$ cat config.mk
export PLATFORM = sky130hd
export DESIGN_NAME = msc_control
export DESIGN_NICKNAME = d
export VERILOG_FILES = /design/src/pkg/msc_pkg.sv /design/src/core/msc_control.sv /design/src/core/msc_me_decode.sv /design/src/core/msc_word_mem.sv
export SDC_FILE = /design/constraint.sdc
export NUM_CORES = 2
export LEC_CHECK = 0
export BUFFER_PORTS_ARGS = -buffer_cell sky130_fd_sc_hd__buf_2
export CAP_MARGIN = 0
export CORE_ASPECT_RATIO = 1.1
export CORE_MARGIN = 2
export CORE_UTILIZATION = 65
export CTS_CLUSTER_SIZE = 12
export DETAILED_ROUTE_END_ITERATION = 8
export PLACE_DENSITY = 0.85
export SLEW_MARGIN = 20
export SYNTH_ARGS = -nofsm -noshare
export SYNTH_HDL_FRONTEND = slang
export SYNTH_SLANG_ARGS = --single-unit
export TNS_END_PERCENT = 10
$ cat constraint.sdc
create_clock -name ref_clk -period 19.8 [get_ports ref_clk]
set_clock_uncertainty 0.15 [all_clocks]
set_input_delay 1.98 -clock ref_clk [delete_from_list [all_inputs] [get_ports ref_clk]]
set_output_delay 1.98 -clock ref_clk [all_outputs]
set_load 0.02 [all_outputs]
$ cat src/pkg/msc_pkg.sv
package msc_pkg;
  // ----------------------------------------
  // Register map, byte addresses
  // ----------------------------------------
  localparam int unsigned ADDR_W = 8;
  localparam logic [7:0] A_CTRL1 = 8'h00;
  localparam logic [7:0] A_CTRL0 = 8'h04;
  localparam logic [7:0] A_COST0 = 8'h08;
  localparam logic [7:0] A_CC0 = 8'h28;
  localparam logic [7:0] A_STATUS = 8'h48;
  localparam int unsigned COST_WORDS = 8;
  localparam int unsigned CC_WORDS = 8;
  localparam logic [31:0] RST_WORD = 32'h0000_0000;
  // Writable bits; reserved bits store and read zero
  localparam logic [31:0] CTRL1_MASK = 32'h103F_FF7F;
  localparam logic [31:0] CTRL0_MASK = 32'hFF00_00E7;
  localparam logic [31:0] COST5_MASK = 32'h00FF_FF03;
  localparam logic [31:0] FULL_MASK = 32'hFFFF_FFFF;
  // ----------------------------------------
  // Field positions
  // ----------------------------------------
  localparam int unsigned UNI_BIT = 28;
  localparam int unsigned BIWT_LSB = 16;
  localparam int unsigned EXTC_BIT = 6;
  localparam int unsigned VLIM_LSB = 0;
  localparam int unsigned THR_LSB = 24;
  localparam int unsigned T8_BIT = 7;
  localparam int unsigned XONLY_BIT = 6;
  localparam int unsigned EARLY_BIT = 5;
  localparam int unsigned BIMIX_BIT = 2;
  localparam int unsigned ADAPT_BIT = 1;
  localparam int unsigned SKIP_BIT = 0;
  localparam int unsigned DIR_LSB = 16;
  localparam int unsigned SHAPE_LSB = 8;
  localparam int unsigned MBT_LSB = 0;
  localparam int unsigned CHROMA_LSB = 24;
  localparam int unsigned REFC_LSB = 16;
  // ----------------------------------------
  // Encodings and widths
  // ----------------------------------------
  localparam logic [2:0] SC_DUAL = 3'h7;
  localparam logic [5:0] WT_A = 6'h10;
  localparam logic [5:0] WT_B = 6'h15;
  localparam logic [5:0] WT_C = 6'h20;
  localparam logic [5:0] WT_D = 6'h2B;
  localparam logic [5:0] WT_E = 6'h30;
  localparam logic [6:0] WT_FULL = 7'h40;
  localparam logic [1:0] MB_16X16 = 2'h0;
  localparam logic [1:0] MB_16X8 = 2'h1;
  localparam logic [1:0] MB_8X16 = 2'h2;
  localparam logic [1:0] MB_8X8 = 2'h3;
  localparam logic [1:0] DIR_ILLEGAL = 2'h3;
  localparam logic [1:0] CHR_DC = 2'h0;
  localparam logic [1:0] CHR_PLANE = 2'h3;
  localparam int unsigned THR_W = 14;
  localparam int unsigned MVC_W = 10;
  localparam int unsigned PEN_W = 12;
  localparam logic [11:0] COST_MAX_EXT = 12'hFFF;
  localparam logic [11:0] COST_MAX_LEG = 12'h3FF;
  localparam logic [6:0] MV_CLAMP = 7'h40;

  typedef enum logic [2:0] {
    ST_IDLE = 3'h0,
    ST_SKIP = 3'h1,
    ST_INTEGER = 3'h3,
    ST_REFINE = 3'h2,
    ST_INTRA = 3'h6,
    ST_DONE = 3'h7
  } msc_state_type;
endpackage

$ cat src/core/msc_control.sv
`timescale 1ns/100ps
// Behaviour
// RULE_01: single-direction force makes all unidirectional vectors share one direction
// RULE_02: sender sets single-direction force only with dual-reference search control
// RULE_03: bidirectional term weights forward/backward by a legal six-bit weight
// RULE_04: extended cost bit selects 12-bit cost ceiling, else 10-bit
// RULE_05: partitions above vector limit rejected; zero allows skip only; 16x16 source
// RULE_06: early exit ends integer search when distortion below decoded threshold
// RULE_07: early exit only on reference zero; distortion chosen by source shape
// RULE_08: transform-size update sets large transform flag from sub-partition size
// RULE_09: horizontal-only bit disables vertical search steps
// RULE_10: early success with master enable skips refinement and intra check
// RULE_11: whole-block bidirectional decision or per-subblock decision
// RULE_12: sender clears whole-block decision when any minor shape present
// RULE_13: sender enables adaptive walk only after two preceding search steps
// RULE_14: skip check runs before integer search when enabled
// RULE_15: seven transform skip thresholds picked by coefficient row plus column
// RULE_16: refinement direction two bits per block, only low bit used
// RULE_17: refinement shape two bits per block decoded to four shapes
// RULE_18: macroblock type input uses output encoding
// RULE_19: vector cost interpolated linearly between eight decoded control points
// RULE_20: chroma penalty scaled zero, once or twice by mode
// RULE_21: reference cost base scaled differently in AVC and linear modes
// RULE_22: shapes mapped to four cost centres, separately per direction
// RULE_23: reserved and invalid fields ignored
module msc_control #(
  parameter int unsigned DIST_W = 16,
  parameter int unsigned TERM_W = 16
) (
  input wire logic ref_clk,
  input wire logic nrst,
  input wire logic ce,
  input wire logic [7:0] addr,
  input wire logic [31:0] wdata,
  input wire logic wr,
  input wire logic rd,
  output logic [31:0] rdata,
  input wire logic [2:0] search_control_select,
  input wire logic cost_mode_linear,
  input wire logic start,
  input wire logic step_done,
  input wire logic early_full_pel,
  input wire logic [1:0] ref_index,
  input wire logic [DIST_W-1:0] dist_16x16,
  input wire logic [DIST_W-1:0] dist_16x8,
  input wire logic [DIST_W-1:0] dist_8x8,
  input wire logic [5:0] result_vector_count,
  input wire logic inter_all_8x8,
  input wire logic large_transform_flag_in,
  input wire logic [TERM_W-1:0] fwd_term,
  input wire logic [TERM_W-1:0] bwd_term,
  input wire logic [1:0] coeff_row,
  input wire logic [1:0] coeff_col,
  input wire logic [6:0] mv_distance,
  input wire logic [1:0] chroma_mode,
  input wire logic lookup_req,
  input wire logic lookup_bwd,
  input wire logic [1:0] lookup_part,
  output logic phase_skip,
  output logic phase_integer,
  output logic phase_refine,
  output logic phase_intra,
  output logic phase_done,
  output logic search_y_enable,
  output logic single_direction_force,
  output logic whole_block_bidir_decision,
  output logic adaptive_walk_enable,
  output logic [3:0] block_backward,
  output logic [7:0] block_shape_input,
  output logic [1:0] macroblock_type_input,
  output logic early_stop_q,
  output logic partition_ok_q,
  output logic large_transform_flag_q,
  output logic [TERM_W-1:0] bidir_term_q,
  output logic bidir_valid_q,
  output logic [15:0] skip_threshold_q,
  output logic [11:0] mv_cost_q,
  output logic [11:0] chroma_penalty_q,
  output logic [15:0] ref_cost_q,
  output logic [15:0] centre_dx,
  output logic [15:0] centre_dy,
  output logic centre_valid
);
  if (DIST_W < msc_pkg::THR_W || TERM_W < 1) begin : g_bad
    $error("msc_control: DIST_W must hold the exit threshold");
  end

  // ----------------------------------------
  // Register file
  // ----------------------------------------
  logic [31:0] ctrl1_q;
  logic [31:0] ctrl0_q;
  logic [31:0] cost_q [msc_pkg::COST_WORDS];
  logic [31:0] rd_mux;
  logic [31:0] rdata_q;
  logic cc_rd_q;
  wire in_cost = addr >= msc_pkg::A_COST0 && addr < msc_pkg::A_CC0;
  wire in_cc = addr >= msc_pkg::A_CC0 && addr < msc_pkg::A_STATUS;
  wire [2:0] cost_idx = 3'((addr - msc_pkg::A_COST0) >> 2);
  wire [2:0] cc_idx = 3'((addr - msc_pkg::A_CC0) >> 2);
  wire aligned = addr[1:0] == 2'h0;
  wire wr_ctrl1 = wr && addr == msc_pkg::A_CTRL1;
  wire wr_ctrl0 = wr && addr == msc_pkg::A_CTRL0;
  wire wr_cost = wr && in_cost && aligned;
  wire wr_cc = wr && in_cc && aligned;
  wire rd_cc = rd && in_cc && aligned;
  // Field 5 of the cost block carries reserved holes
  wire [31:0] cost_mask = cost_idx == 3'h5 ? msc_pkg::COST5_MASK : msc_pkg::FULL_MASK;

  // Reserved bits are dropped at write time, so they read zero
  always_ff @(posedge ref_clk or negedge nrst) begin
    if (!nrst) begin
      ctrl1_q <= msc_pkg::RST_WORD;
      ctrl0_q <= msc_pkg::RST_WORD;
    end else if (ce) begin
      if (wr_ctrl1) begin
        ctrl1_q <= wdata & msc_pkg::CTRL1_MASK; // RULE_23
      end
      if (wr_ctrl0) begin
        ctrl0_q <= wdata & msc_pkg::CTRL0_MASK; // RULE_23
      end
    end
  end

  // Cost words
  always_ff @(posedge ref_clk or negedge nrst) begin
    if (!nrst) begin
      for (int i = 0; i < msc_pkg::COST_WORDS; i++) begin
        cost_q[i] <= msc_pkg::RST_WORD;
      end
    end else if (ce && wr_cost) begin
      cost_q[cost_idx] <= wdata & cost_mask; // RULE_23
    end
  end

  // ----------------------------------------
  // Field decode
  // ----------------------------------------
  wire dual_sel = search_control_select == msc_pkg::SC_DUAL;
  wire [5:0] weight = ctrl1_q[msc_pkg::BIWT_LSB +: 6];
  wire ext_range = ctrl1_q[msc_pkg::EXTC_BIT];
  wire [5:0] vec_limit = ctrl1_q[msc_pkg::VLIM_LSB +: 6];
  wire early_en = ctrl0_q[msc_pkg::EARLY_BIT];
  wire skip_en = ctrl0_q[msc_pkg::SKIP_BIT];
  wire t8_en = ctrl0_q[msc_pkg::T8_BIT];
  wire [31:0] refine_word = cost_q[5];
  wire [7:0] dir_field = refine_word[msc_pkg::DIR_LSB +: 8];

  // Force is held low outside dual-reference search
  assign single_direction_force = ctrl1_q[msc_pkg::UNI_BIT] && dual_sel; // RULE_01 RULE_02
  assign search_y_enable = !ctrl0_q[msc_pkg::XONLY_BIT]; // RULE_09
  assign whole_block_bidir_decision = ctrl0_q[msc_pkg::BIMIX_BIT]; // RULE_11 RULE_12
  assign adaptive_walk_enable = ctrl0_q[msc_pkg::ADAPT_BIT]; // RULE_13
  assign block_shape_input = refine_word[msc_pkg::SHAPE_LSB +: 8]; // RULE_17
  assign macroblock_type_input = refine_word[msc_pkg::MBT_LSB +: 2]; // RULE_18

  // Only the low bit of each direction pair steers refinement
  for (genvar b = 0; b < 4; b++) begin : g_dir
    assign block_backward[b] = dir_field[2 * b]; // RULE_16
  end
  wire dir_illegal = dir_field[7:6] == msc_pkg::DIR_ILLEGAL
    || dir_field[5:4] == msc_pkg::DIR_ILLEGAL
    || dir_field[3:2] == msc_pkg::DIR_ILLEGAL
    || dir_field[1:0] == msc_pkg::DIR_ILLEGAL;

  // ----------------------------------------
  // Cost code decoders
  // ----------------------------------------
  logic [msc_pkg::THR_W-1:0] thr_val;
  logic [msc_pkg::PEN_W-1:0] chroma_val;
  logic [msc_pkg::PEN_W-1:0] refc_val;
  logic [msc_pkg::MVC_W-1:0] cp [8];
  wire [63:0] cp_codes = {cost_q[4], cost_q[3]};

  msc_me_decode #(.OUT_W(msc_pkg::THR_W)) u_thr (
    .code(ctrl0_q[msc_pkg::THR_LSB +: 8]),
    .value(thr_val)
  );
  msc_me_decode #(.OUT_W(msc_pkg::PEN_W)) u_chroma (
    .code(cost_q[2][msc_pkg::CHROMA_LSB +: 8]),
    .value(chroma_val)
  );
  msc_me_decode #(.OUT_W(msc_pkg::PEN_W)) u_refc (
    .code(cost_q[2][msc_pkg::REFC_LSB +: 8]),
    .value(refc_val)
  );
  for (genvar k = 0; k < 8; k++) begin : g_cp
    msc_me_decode #(.OUT_W(msc_pkg::MVC_W)) u_cp (
      .code(cp_codes[8 * k +: 8]),
      .value(cp[k])
    );
  end

  // ----------------------------------------
  // Early exit
  // ----------------------------------------
  logic [DIST_W-1:0] exit_dist;
  wire [1:0] src_mode = macroblock_type_input;
  // 8x16 sources fall back on the 16x16 distortion
  assign exit_dist = src_mode == msc_pkg::MB_8X8 ? dist_8x8 :
    src_mode == msc_pkg::MB_16X8 ? dist_16x8 : dist_16x16; // RULE_07
  wire exit_hit = early_en && ref_index == 2'h0
    && exit_dist < DIST_W'(thr_val); // RULE_06 RULE_07

  // ----------------------------------------
  // Search sequencer
  // ----------------------------------------
  msc_pkg::msc_state_type state_q;
  msc_pkg::msc_state_type state_d;
  wire early_now = state_q == msc_pkg::ST_INTEGER && exit_hit;
  // Early success at a full-pel spot bypasses refinement and intra
  wire skip_rest = early_now && early_full_pel && early_en; // RULE_10

  always_comb begin
    state_d = state_q;
    unique case (state_q)
      msc_pkg::ST_IDLE: begin
        if (start) begin
          state_d = skip_en ? msc_pkg::ST_SKIP : msc_pkg::ST_INTEGER; // RULE_14
        end
      end
      msc_pkg::ST_SKIP: begin
        if (step_done) begin
          state_d = msc_pkg::ST_INTEGER; // RULE_14
        end
      end
      msc_pkg::ST_INTEGER: begin
        if (skip_rest) begin
          state_d = msc_pkg::ST_DONE; // RULE_10
        end else if (early_now || step_done) begin
          state_d = msc_pkg::ST_REFINE; // RULE_06
        end
      end
      msc_pkg::ST_REFINE: begin
        if (step_done) begin
          state_d = msc_pkg::ST_INTRA;
        end
      end
      msc_pkg::ST_INTRA: begin
        if (step_done) begin
          state_d = msc_pkg::ST_DONE;
        end
      end
      msc_pkg::ST_DONE: begin
        state_d = msc_pkg::ST_IDLE;
      end
      default: begin
        state_d = msc_pkg::ST_IDLE;
      end
    endcase
  end

  // Sequencer state and exit flag
  always_ff @(posedge ref_clk or negedge nrst) begin
    if (!nrst) begin
      state_q <= msc_pkg::ST_IDLE;
      early_stop_q <= 1'b0;
    end else if (ce) begin
      state_q <= state_d;
      early_stop_q <= early_now; // RULE_06
    end
  end

  assign phase_skip = state_q == msc_pkg::ST_SKIP;
  assign phase_integer = state_q == msc_pkg::ST_INTEGER;
  assign phase_refine = state_q == msc_pkg::ST_REFINE;
  assign phase_intra = state_q == msc_pkg::ST_INTRA;
  assign phase_done = state_q == msc_pkg::ST_DONE;

  // ----------------------------------------
  // Partition and transform decisions
  // ----------------------------------------
  // Limit matters only for a 16x16 source; zero leaves skip alone
  wire part_ok = src_mode != msc_pkg::MB_16X16
    || (vec_limit != 6'h00 && result_vector_count <= vec_limit); // RULE_05
  wire t8_next = t8_en ? inter_all_8x8 : large_transform_flag_in; // RULE_08

  // ----------------------------------------
  // Bidirectional blend
  // ----------------------------------------
  wire wt_legal = weight == msc_pkg::WT_A || weight == msc_pkg::WT_B
    || weight == msc_pkg::WT_C || weight == msc_pkg::WT_D
    || weight == msc_pkg::WT_E; // RULE_03
  wire [6:0] inv_wt = msc_pkg::WT_FULL - {1'b0, weight};
  wire [TERM_W+7:0] blend = (TERM_W + 8)'(fwd_term * inv_wt)
    + (TERM_W + 8)'(bwd_term * weight); // RULE_03

  // ----------------------------------------
  // Transform skip threshold select
  // ----------------------------------------
  wire [2:0] thr_idx = {1'b0, coeff_row} + {1'b0, coeff_col}; // RULE_15
  wire [47:0] small_thr = {cost_q[7], cost_q[6][31:16]};
  wire [15:0] skip_thr = thr_idx == 3'h0 ? cost_q[6][15:0] :
    {8'h00, small_thr[8 * (thr_idx - 3'h1) +: 8]}; // RULE_15

  // ----------------------------------------
  // Vector cost interpolation
  // ----------------------------------------
  logic [2:0] seg;
  logic [2:0] seg_lw;
  logic [6:0] seg_x;
  logic signed [12:0] seg_diff;
  logic signed [20:0] seg_prod;
  logic [12:0] interp;
  logic [11:0] mv_cost_d;
  wire [11:0] cost_cap = ext_range ? msc_pkg::COST_MAX_EXT : msc_pkg::COST_MAX_LEG; // RULE_04

  // Control points sit at 0,1,2,4,...,64; segment width is a power of two
  always_comb begin
    seg = 3'h0;
    seg_lw = 3'h0;
    seg_x = 7'h00;
    for (int s = 1; s < 7; s++) begin
      if (mv_distance >= 7'(1 << (s - 1))) begin
        seg = 3'(s);
        seg_x = 7'(1 << (s - 1));
        seg_lw = 3'(s - 1);
      end
    end
    seg_diff = 13'(signed'({1'b0, cp[seg + 3'h1]}))
      - 13'(signed'({1'b0, cp[seg]})); // RULE_19
    seg_prod = 21'(seg_diff * signed'({1'b0, mv_distance - seg_x}));
    interp = 13'({3'h0, cp[seg]}) + 13'(seg_prod >>> seg_lw); // RULE_19
    if (mv_distance >= msc_pkg::MV_CLAMP) begin
      interp = {3'h0, cp[7]};
    end
    mv_cost_d = interp > {1'b0, cost_cap} ? cost_cap : interp[11:0]; // RULE_04
  end

  // ----------------------------------------
  // Penalties
  // ----------------------------------------
  wire [11:0] chroma_d = chroma_mode == msc_pkg::CHR_DC ? 12'h000 :
    chroma_mode == msc_pkg::CHR_PLANE ? 12'(chroma_val << 1) : chroma_val; // RULE_20
  // Linear mode grows with the index; AVC mode charges by bit length
  wire [2:0] avc_len = ref_index == 2'h0 ? 3'h1 : (ref_index == 2'h1 ? 3'h1 : 3'h2);
  wire [15:0] ref_cost_d = cost_mode_linear ? 16'(refc_val * ref_index)
    : 16'(refc_val * avc_len); // RULE_21

  // Registered results
  always_ff @(posedge ref_clk or negedge nrst) begin
    if (!nrst) begin
      partition_ok_q <= 1'b0;
      large_transform_flag_q <= 1'b0;
      bidir_term_q <= '0;
      bidir_valid_q <= 1'b0;
      skip_threshold_q <= 16'h0000;
      mv_cost_q <= 12'h000;
      chroma_penalty_q <= 12'h000;
      ref_cost_q <= 16'h0000;
    end else if (ce) begin
      partition_ok_q <= part_ok; // RULE_05
      large_transform_flag_q <= t8_next; // RULE_08
      bidir_term_q <= blend[TERM_W+5:6]; // RULE_03
      bidir_valid_q <= wt_legal && dual_sel; // RULE_03
      skip_threshold_q <= skip_thr;
      mv_cost_q <= mv_cost_d;
      chroma_penalty_q <= chroma_d;
      ref_cost_q <= ref_cost_d;
    end
  end

  // ----------------------------------------
  // Cost centres
  // ----------------------------------------
  logic [31:0] cc_rdata;
  logic lookup_q;
  logic [1:0] centre;
  // First shape of every type shares centre zero
  always_comb begin
    unique case (macroblock_type_input)
      msc_pkg::MB_16X16: centre = 2'h0;
      msc_pkg::MB_16X8: centre = lookup_part[0] ? 2'h2 : 2'h0; // RULE_22
      msc_pkg::MB_8X16: centre = lookup_part[0] ? 2'h1 : 2'h0; // RULE_22
      msc_pkg::MB_8X8: centre = lookup_part; // RULE_22
    endcase
  end
  // Words alternate forward then backward for each centre
  wire [2:0] lookup_addr = {centre, lookup_bwd}; // RULE_22
  // Bus reads win the single read port
  wire mem_re = rd_cc || lookup_req;

  msc_word_mem #(.W(32), .DEPTH(msc_pkg::CC_WORDS)) u_cc (
    .ref_clk(ref_clk),
    .ce(ce),
    .we(wr_cc),
    .waddr(cc_idx),
    .wdata(wdata),
    .re(mem_re),
    .raddr(rd_cc ? cc_idx : lookup_addr),
    .rdata_q(cc_rdata)
  );

  assign centre_dx = cc_rdata[15:0];
  assign centre_dy = cc_rdata[31:16];
  assign centre_valid = lookup_q && !cc_rd_q;

  // ----------------------------------------
  // Read path
  // ----------------------------------------
  wire [31:0] status_word = {24'h000000, dir_illegal, wt_legal, early_stop_q,
    phase_done, 1'b0, state_q};
  assign rd_mux = addr == msc_pkg::A_CTRL1 ? ctrl1_q :
    addr == msc_pkg::A_CTRL0 ? ctrl0_q :
    in_cost && aligned ? cost_q[cost_idx] :
    addr == msc_pkg::A_STATUS ? status_word : 32'h0000_0000;

  // Data live only in the cycle after the strobe
  always_ff @(posedge ref_clk or negedge nrst) begin
    if (!nrst) begin
      rdata_q <= 32'h0000_0000;
      cc_rd_q <= 1'b0;
      lookup_q <= 1'b0;
    end else if (ce) begin
      rdata_q <= rd && !rd_cc ? rd_mux : 32'h0000_0000;
      cc_rd_q <= rd_cc;
      lookup_q <= lookup_req && !rd_cc;
    end
  end

  assign rdata = cc_rd_q ? cc_rdata : rdata_q;
endmodule

$ cat src/core/msc_me_decode.sv
`timescale 1ns/100ps
// ----------------------------------------
// Mantissa-exponent cost code to value
// ----------------------------------------
module msc_me_decode #(
  parameter int unsigned OUT_W = 12
) (
  input wire logic [7:0] code,
  output logic [OUT_W-1:0] value
);
  logic [18:0] wide;
  logic over;

  if (OUT_W < 4 || OUT_W > 19) begin : g_bad
    $error("msc_me_decode: OUT_W out of range");
  end

  // Low nibble mantissa, high nibble shift
  assign wide = {15'h0000, code[3:0]} << code[7:4];
  // Codes beyond the field width saturate rather than wrap
  assign over = (wide >> OUT_W) != 19'h00000;
  assign value = over ? {OUT_W{1'b1}} : wide[OUT_W-1:0];
endmodule

$ cat src/core/msc_word_mem.sv
`timescale 1ns/100ps
// ----------------------------------------
// Small word store, registered read
// ----------------------------------------
module msc_word_mem #(
  parameter int unsigned W = 32,
  parameter int unsigned DEPTH = 8
) (
  input wire logic ref_clk,
  input wire logic ce,
  input wire logic we,
  input wire logic [$clog2(DEPTH)-1:0] waddr,
  input wire logic [W-1:0] wdata,
  input wire logic re,
  input wire logic [$clog2(DEPTH)-1:0] raddr,
  output logic [W-1:0] rdata_q
);
  logic [W-1:0] mem [DEPTH];

  if (DEPTH < 2 || (DEPTH & (DEPTH - 1)) != 0) begin : g_bad
    $error("msc_word_mem: DEPTH must be a power of two");
  end

  // No reset: contents are defined by software before use
  always_ff @(posedge ref_clk) begin
    if (ce && we) begin
      mem[waddr] <= wdata;
    end
    if (ce && re) begin
      rdata_q <= mem[raddr];
    end
  end
endmodule

==> flow_summary.rst <==
.. list-table::
   :header-rows: 1

   * - Metric
     - Value
   * - Outcome
     - finished, final reports clean
   * - Max clock buf depth
     - 3
   * - Yosys warnings
     - 0
   * - Number of flip-flops and latches in the synthesized netlist
     - 691
   * - Antenna-violating nets left
     - 0
   * - Slowest cell on crit path
     - a21oi_1
   * - Count of final setup violators
     - 0
   * - Endpoint kind of the worst setup timing path
     - register
   * - Kind of start point of the critical path
     - primary input
   * - Total power consumption of the routed design
     - 7.41 mW
   * - Via count of the first global-routing pass
     - 38100
   * - Highest Clock Rate
     - 68.5 MHz
   * - Asr flop ratio synth
     - 58.3%
   * - Cell leakage power
     - 22.8 nW
   * - Max-slew headroom
     - 23.8%
   * - Layer with the highest usage
     - met2
   * - Number of antenna violations at the first check in global routing
     - 10
   * - Wire length per cell
     - 23.3 um
   * - Number of cells on the worst hold path
     - 2
   * - Depth of the most critical reg-to-reg path
     - 46
   * - Placeable core area
     - 71900 um^2
   * - Average cell area after synthesis
     - 9.82 um^2
   * - Setup repair after global routing missed its margin
     - no
   * - Largest driver fanout on the critical path
     - 57
   * - Type of the worst setup path
     - primary input to register
   * - Main synth FF type
     - dfrtp_1
   * - Number of H-tree branching levels
     - 3
   * - Hold buffer count at CTS
     - 0
   * - Detailed-route vias per instance
     - 6.50
   * - Peak supply drop
     - 594 uV
   * - Met2 track demand over resource in global routing
     - 60.6%
   * - Largest net degree at the start of global routing
     - 195
   * - Max Cap Violations
     - 0
   * - Post-CTS resize count
     - 0
   * - Initial DRC Count
     - 4772
   * - First-pass GRT wire length
     - 215 mm
   * - Final wirelength
     - 139 mm
   * - Total clock sinks
     - 691
   * - Area growth from synthesis to final layout
     - 9.31%
   * - IO buf count
     - 320
   * - Number of buffers inserted during clock tree synthesis
     - 72
   * - Pins Over Slew Limit
     - 0
   * - Slack of the worst reg-to-reg path
     - 6.44 ns
   * - EDFF count, synth
     - 288
   * - GR Layer Usage met1
     - 47.2%
   * - Worst min-delay path class
     - register to register
   * - Cell Rows
     - 103
   * - Minimum clock period after layout
     - 14.60 ns
   * - Die Height
     - 287 um
   * - Required arrival time at the worst endpoint
     - 20.11 ns
   * - Final Net Count
     - 5514
   * - Critical R2R Launch
     - cost_q[132]$_DFFE_PN0P_
   * - Post-route clock period utilization
     - 73.7%
   * - Distinct cell type count after synthesis
     - 94
   * - Number of search-and-repair iterations in the first detailed-routing pass
     - 7
   * - Cell count after synthesis
     - 4814
   * - CP max stage delay
     - 0.61 ns
   * - Most used cells in the layout excluding fill and tap cells
     - nand2_1 (768), dfrtp_1 (403), inv_1 (333)
   * - Area of the mapped netlist
     - 47300 um^2
   * - End point of the most critical hold path
     - bidir_term_q[10]$_DFFE_PN0P_
   * - Via count
     - 38800
   * - Starting Density
     - 65.7%
   * - IO Count
     - 323
   * - DRC Markers
     - 0
   * - Post-DP HPWL
     - 96.8 mm
   * - Worst reg2reg path endpoint
     - mv_cost_q[11]$_DFFE_PN0P_
   * - GR Overflow Total
     - 0
   * - Count of final hold-check violations
     - 0
   * - Clock Pin Slew Worst Setup and Hold Paths
     - 0.06 ns
   * - Transition time at the pin with the least slew margin
     - 1.14 ns
   * - Setup TNS
     - 0 ns
   * - Critical path arrival
     - 14.91 ns
   * - TritonCTS clock tree
     - built
   * - Most frequent standard cell in the layout excluding fill and tap cells
     - nand2_1
   * - Clock root buffer
     - clkbuf_16
   * - Ratio of cells with drive above 1 in the final layout
     - 17.0%
   * - Global-route met3 utilization
     - 7.74%
   * - Share of synthesized area occupied by flip-flops and latches
     - 39.6%
   * - GRT Total Usage
     - 37.5%
   * - Number of buffers inserted to repair setup after CTS
     - 0
   * - Total power divided by cell area
     - 143 nW/um^2
   * - Die area
     - 74900 um^2
   * - Hold wc startpoint
     - bidir_term_q[10]$_DFFE_PN0P_
   * - Worst-skew pair later-pin latency
     - 0.65 ns
   * - Die span in x
     - 261 um
   * - Final weighted congestion of routability-driven global placement
     - 0.958
-- area by class of cell --
type | instances | area (um^2)
clock buffers | 111 | 2010
repair buffers | 376 | 2070
fillers | 4973 | 20200
clock inverters | 14 | 270
multi-input cells | 3481 | 26100
well taps | 945 | 1180
inverters | 337 | 1260
diodes | 7 | 17.5
flip-flops and latches | 691 | 18700
-- synthesized netlist by cell type, types with 91 or more instances --
| cell type | instances | area share [%] |
|---|---|---|
| edfxtp_1 | 288 | 18 |
| dfrtp_1 | 403 | 21 |
| and2_1 | 120 | 1.6 |
| nor2_1 | 324 | 2.6 |
| nand3_1 | 231 | 2.4 |
| nand2_1 | 769 | 6.1 |
| a21oi_1 | 227 | 2.4 |
| clkbuf_1 | 250 | 2.0 |
| inv_1 | 334 | 2.7 |
| o21ai_0 | 312 | 3.3 |
| mux2_2 | 242 | 5.8 |
| fa_1 | 228 | 9.7 |
| ha_1 | 168 | 4.4 |
| mux2i_1 | 91 | 1.9 |
-- worst max-delay path, delay by kind of cell --
| family | cells | cell delay [ns] |
|---|---|---|
| xor+xnor | 3 | 0.77 |
| compound gates | 18 | 4.10 |
| fa+ha+maj | 9 | 3.59 |
| buf+inv | 7 | 1.51 |
| simple gates | 14 | 2.92 |
-- worst max path at each step --
stage	from	to	slack, ns	depth (start not counted)
floorplan	mv_distance[6]	mv_cost_q[10]$_DFFE_PN0P_	5.91	55
global placement	mv_distance[6]	mv_cost_q[11]$_DFFE_PN0P_	4.91	51
detailed placement	mv_distance[6]	mv_cost_q[11]$_DFFE_PN0P_	4.68	50
CTS	mv_distance[6]	mv_cost_q[11]$_DFFE_PN0P_	5.32	50
global route	mv_distance[6]	mv_cost_q[8]$_DFFE_PN0P_	4.09	50
finish	mv_distance[6]	mv_cost_q[11]$_DFFE_PN0P_	5.20	51
-- registers in the layout (all words and copies together) (netlist names), 3 cells and up --
| register | count |
|---|---|
| bidir_term_q | 16 |
| ctrl0_q | 14 |
| ref_cost_q | 14 |
| refine_word | 32 |
| u_cc.mem | 256 |
| state_q | 3 |
| cost_q | 224 |
| skip_threshold_q | 16 |
| chroma_penalty_q | 12 |
| mv_cost_q | 12 |
| u_cc.rdata_q | 32 |
| rdata_q | 32 |
| ctrl1_q | 22 |
-- power by group --
| part | internal [mW] | leakage [nW] | switching [mW] |
|---|---|---|---|
| clock network | 0.737 | 1.08 | 0.595 |
| registers | 1.57 | 8.04 | 0.0584 |
| logic | 1.80 | 13.7 | 2.65 |
| total | 4.10 | 22.8 | 3.31 |
-- metal layers --
metal / part of all wire, % / routed length, um / vias up
li1: - / - / 17000
met3: 10 / 14600 / 524
met5: 0.020 / 28 / -
met2: 47 / 66100 / 2379
met1: 36 / 49400 / 18900
met4: 6.5 / 9000 / 4
-- logic make-up (layout without fill, tap and decap cells) --
logic type      after synthesis  count (layout)  synth area share (%)
simple gates               1676            1676                  15.8
compound gates              919             919                  12.2
flops                       691             691                  39.6
buf+inv                     643             838                  5.33
mux                         416             416                  11.6
fa+ha+maj                   398             398                  14.1
xor+xnor                     70              70                  1.30
other cells                   1               9               0.00793
-- per-stage QoR --
stage | std cells | instance area [um^2] | worst slack, ns | hold WS, ns | utilization [%]
after floorplan | 4815 | 47300 | 5.91 | 0.295 | -
after global placement | 5829 | 49300 | 4.91 | 0.307 | 68.6
after detailed placement | 5829 | 49300 | 4.68 | 0.319 | 68.6
after CTS | 5954 | 51600 | 5.32 | 0.333 | 71.8
after global routing | 5961 | 51700 | 4.09 | 0.355 | 71.9
final | 5962 | 51700 | 5.20 | 0.332 | 71.9
(Power assumes the default switching activity.)
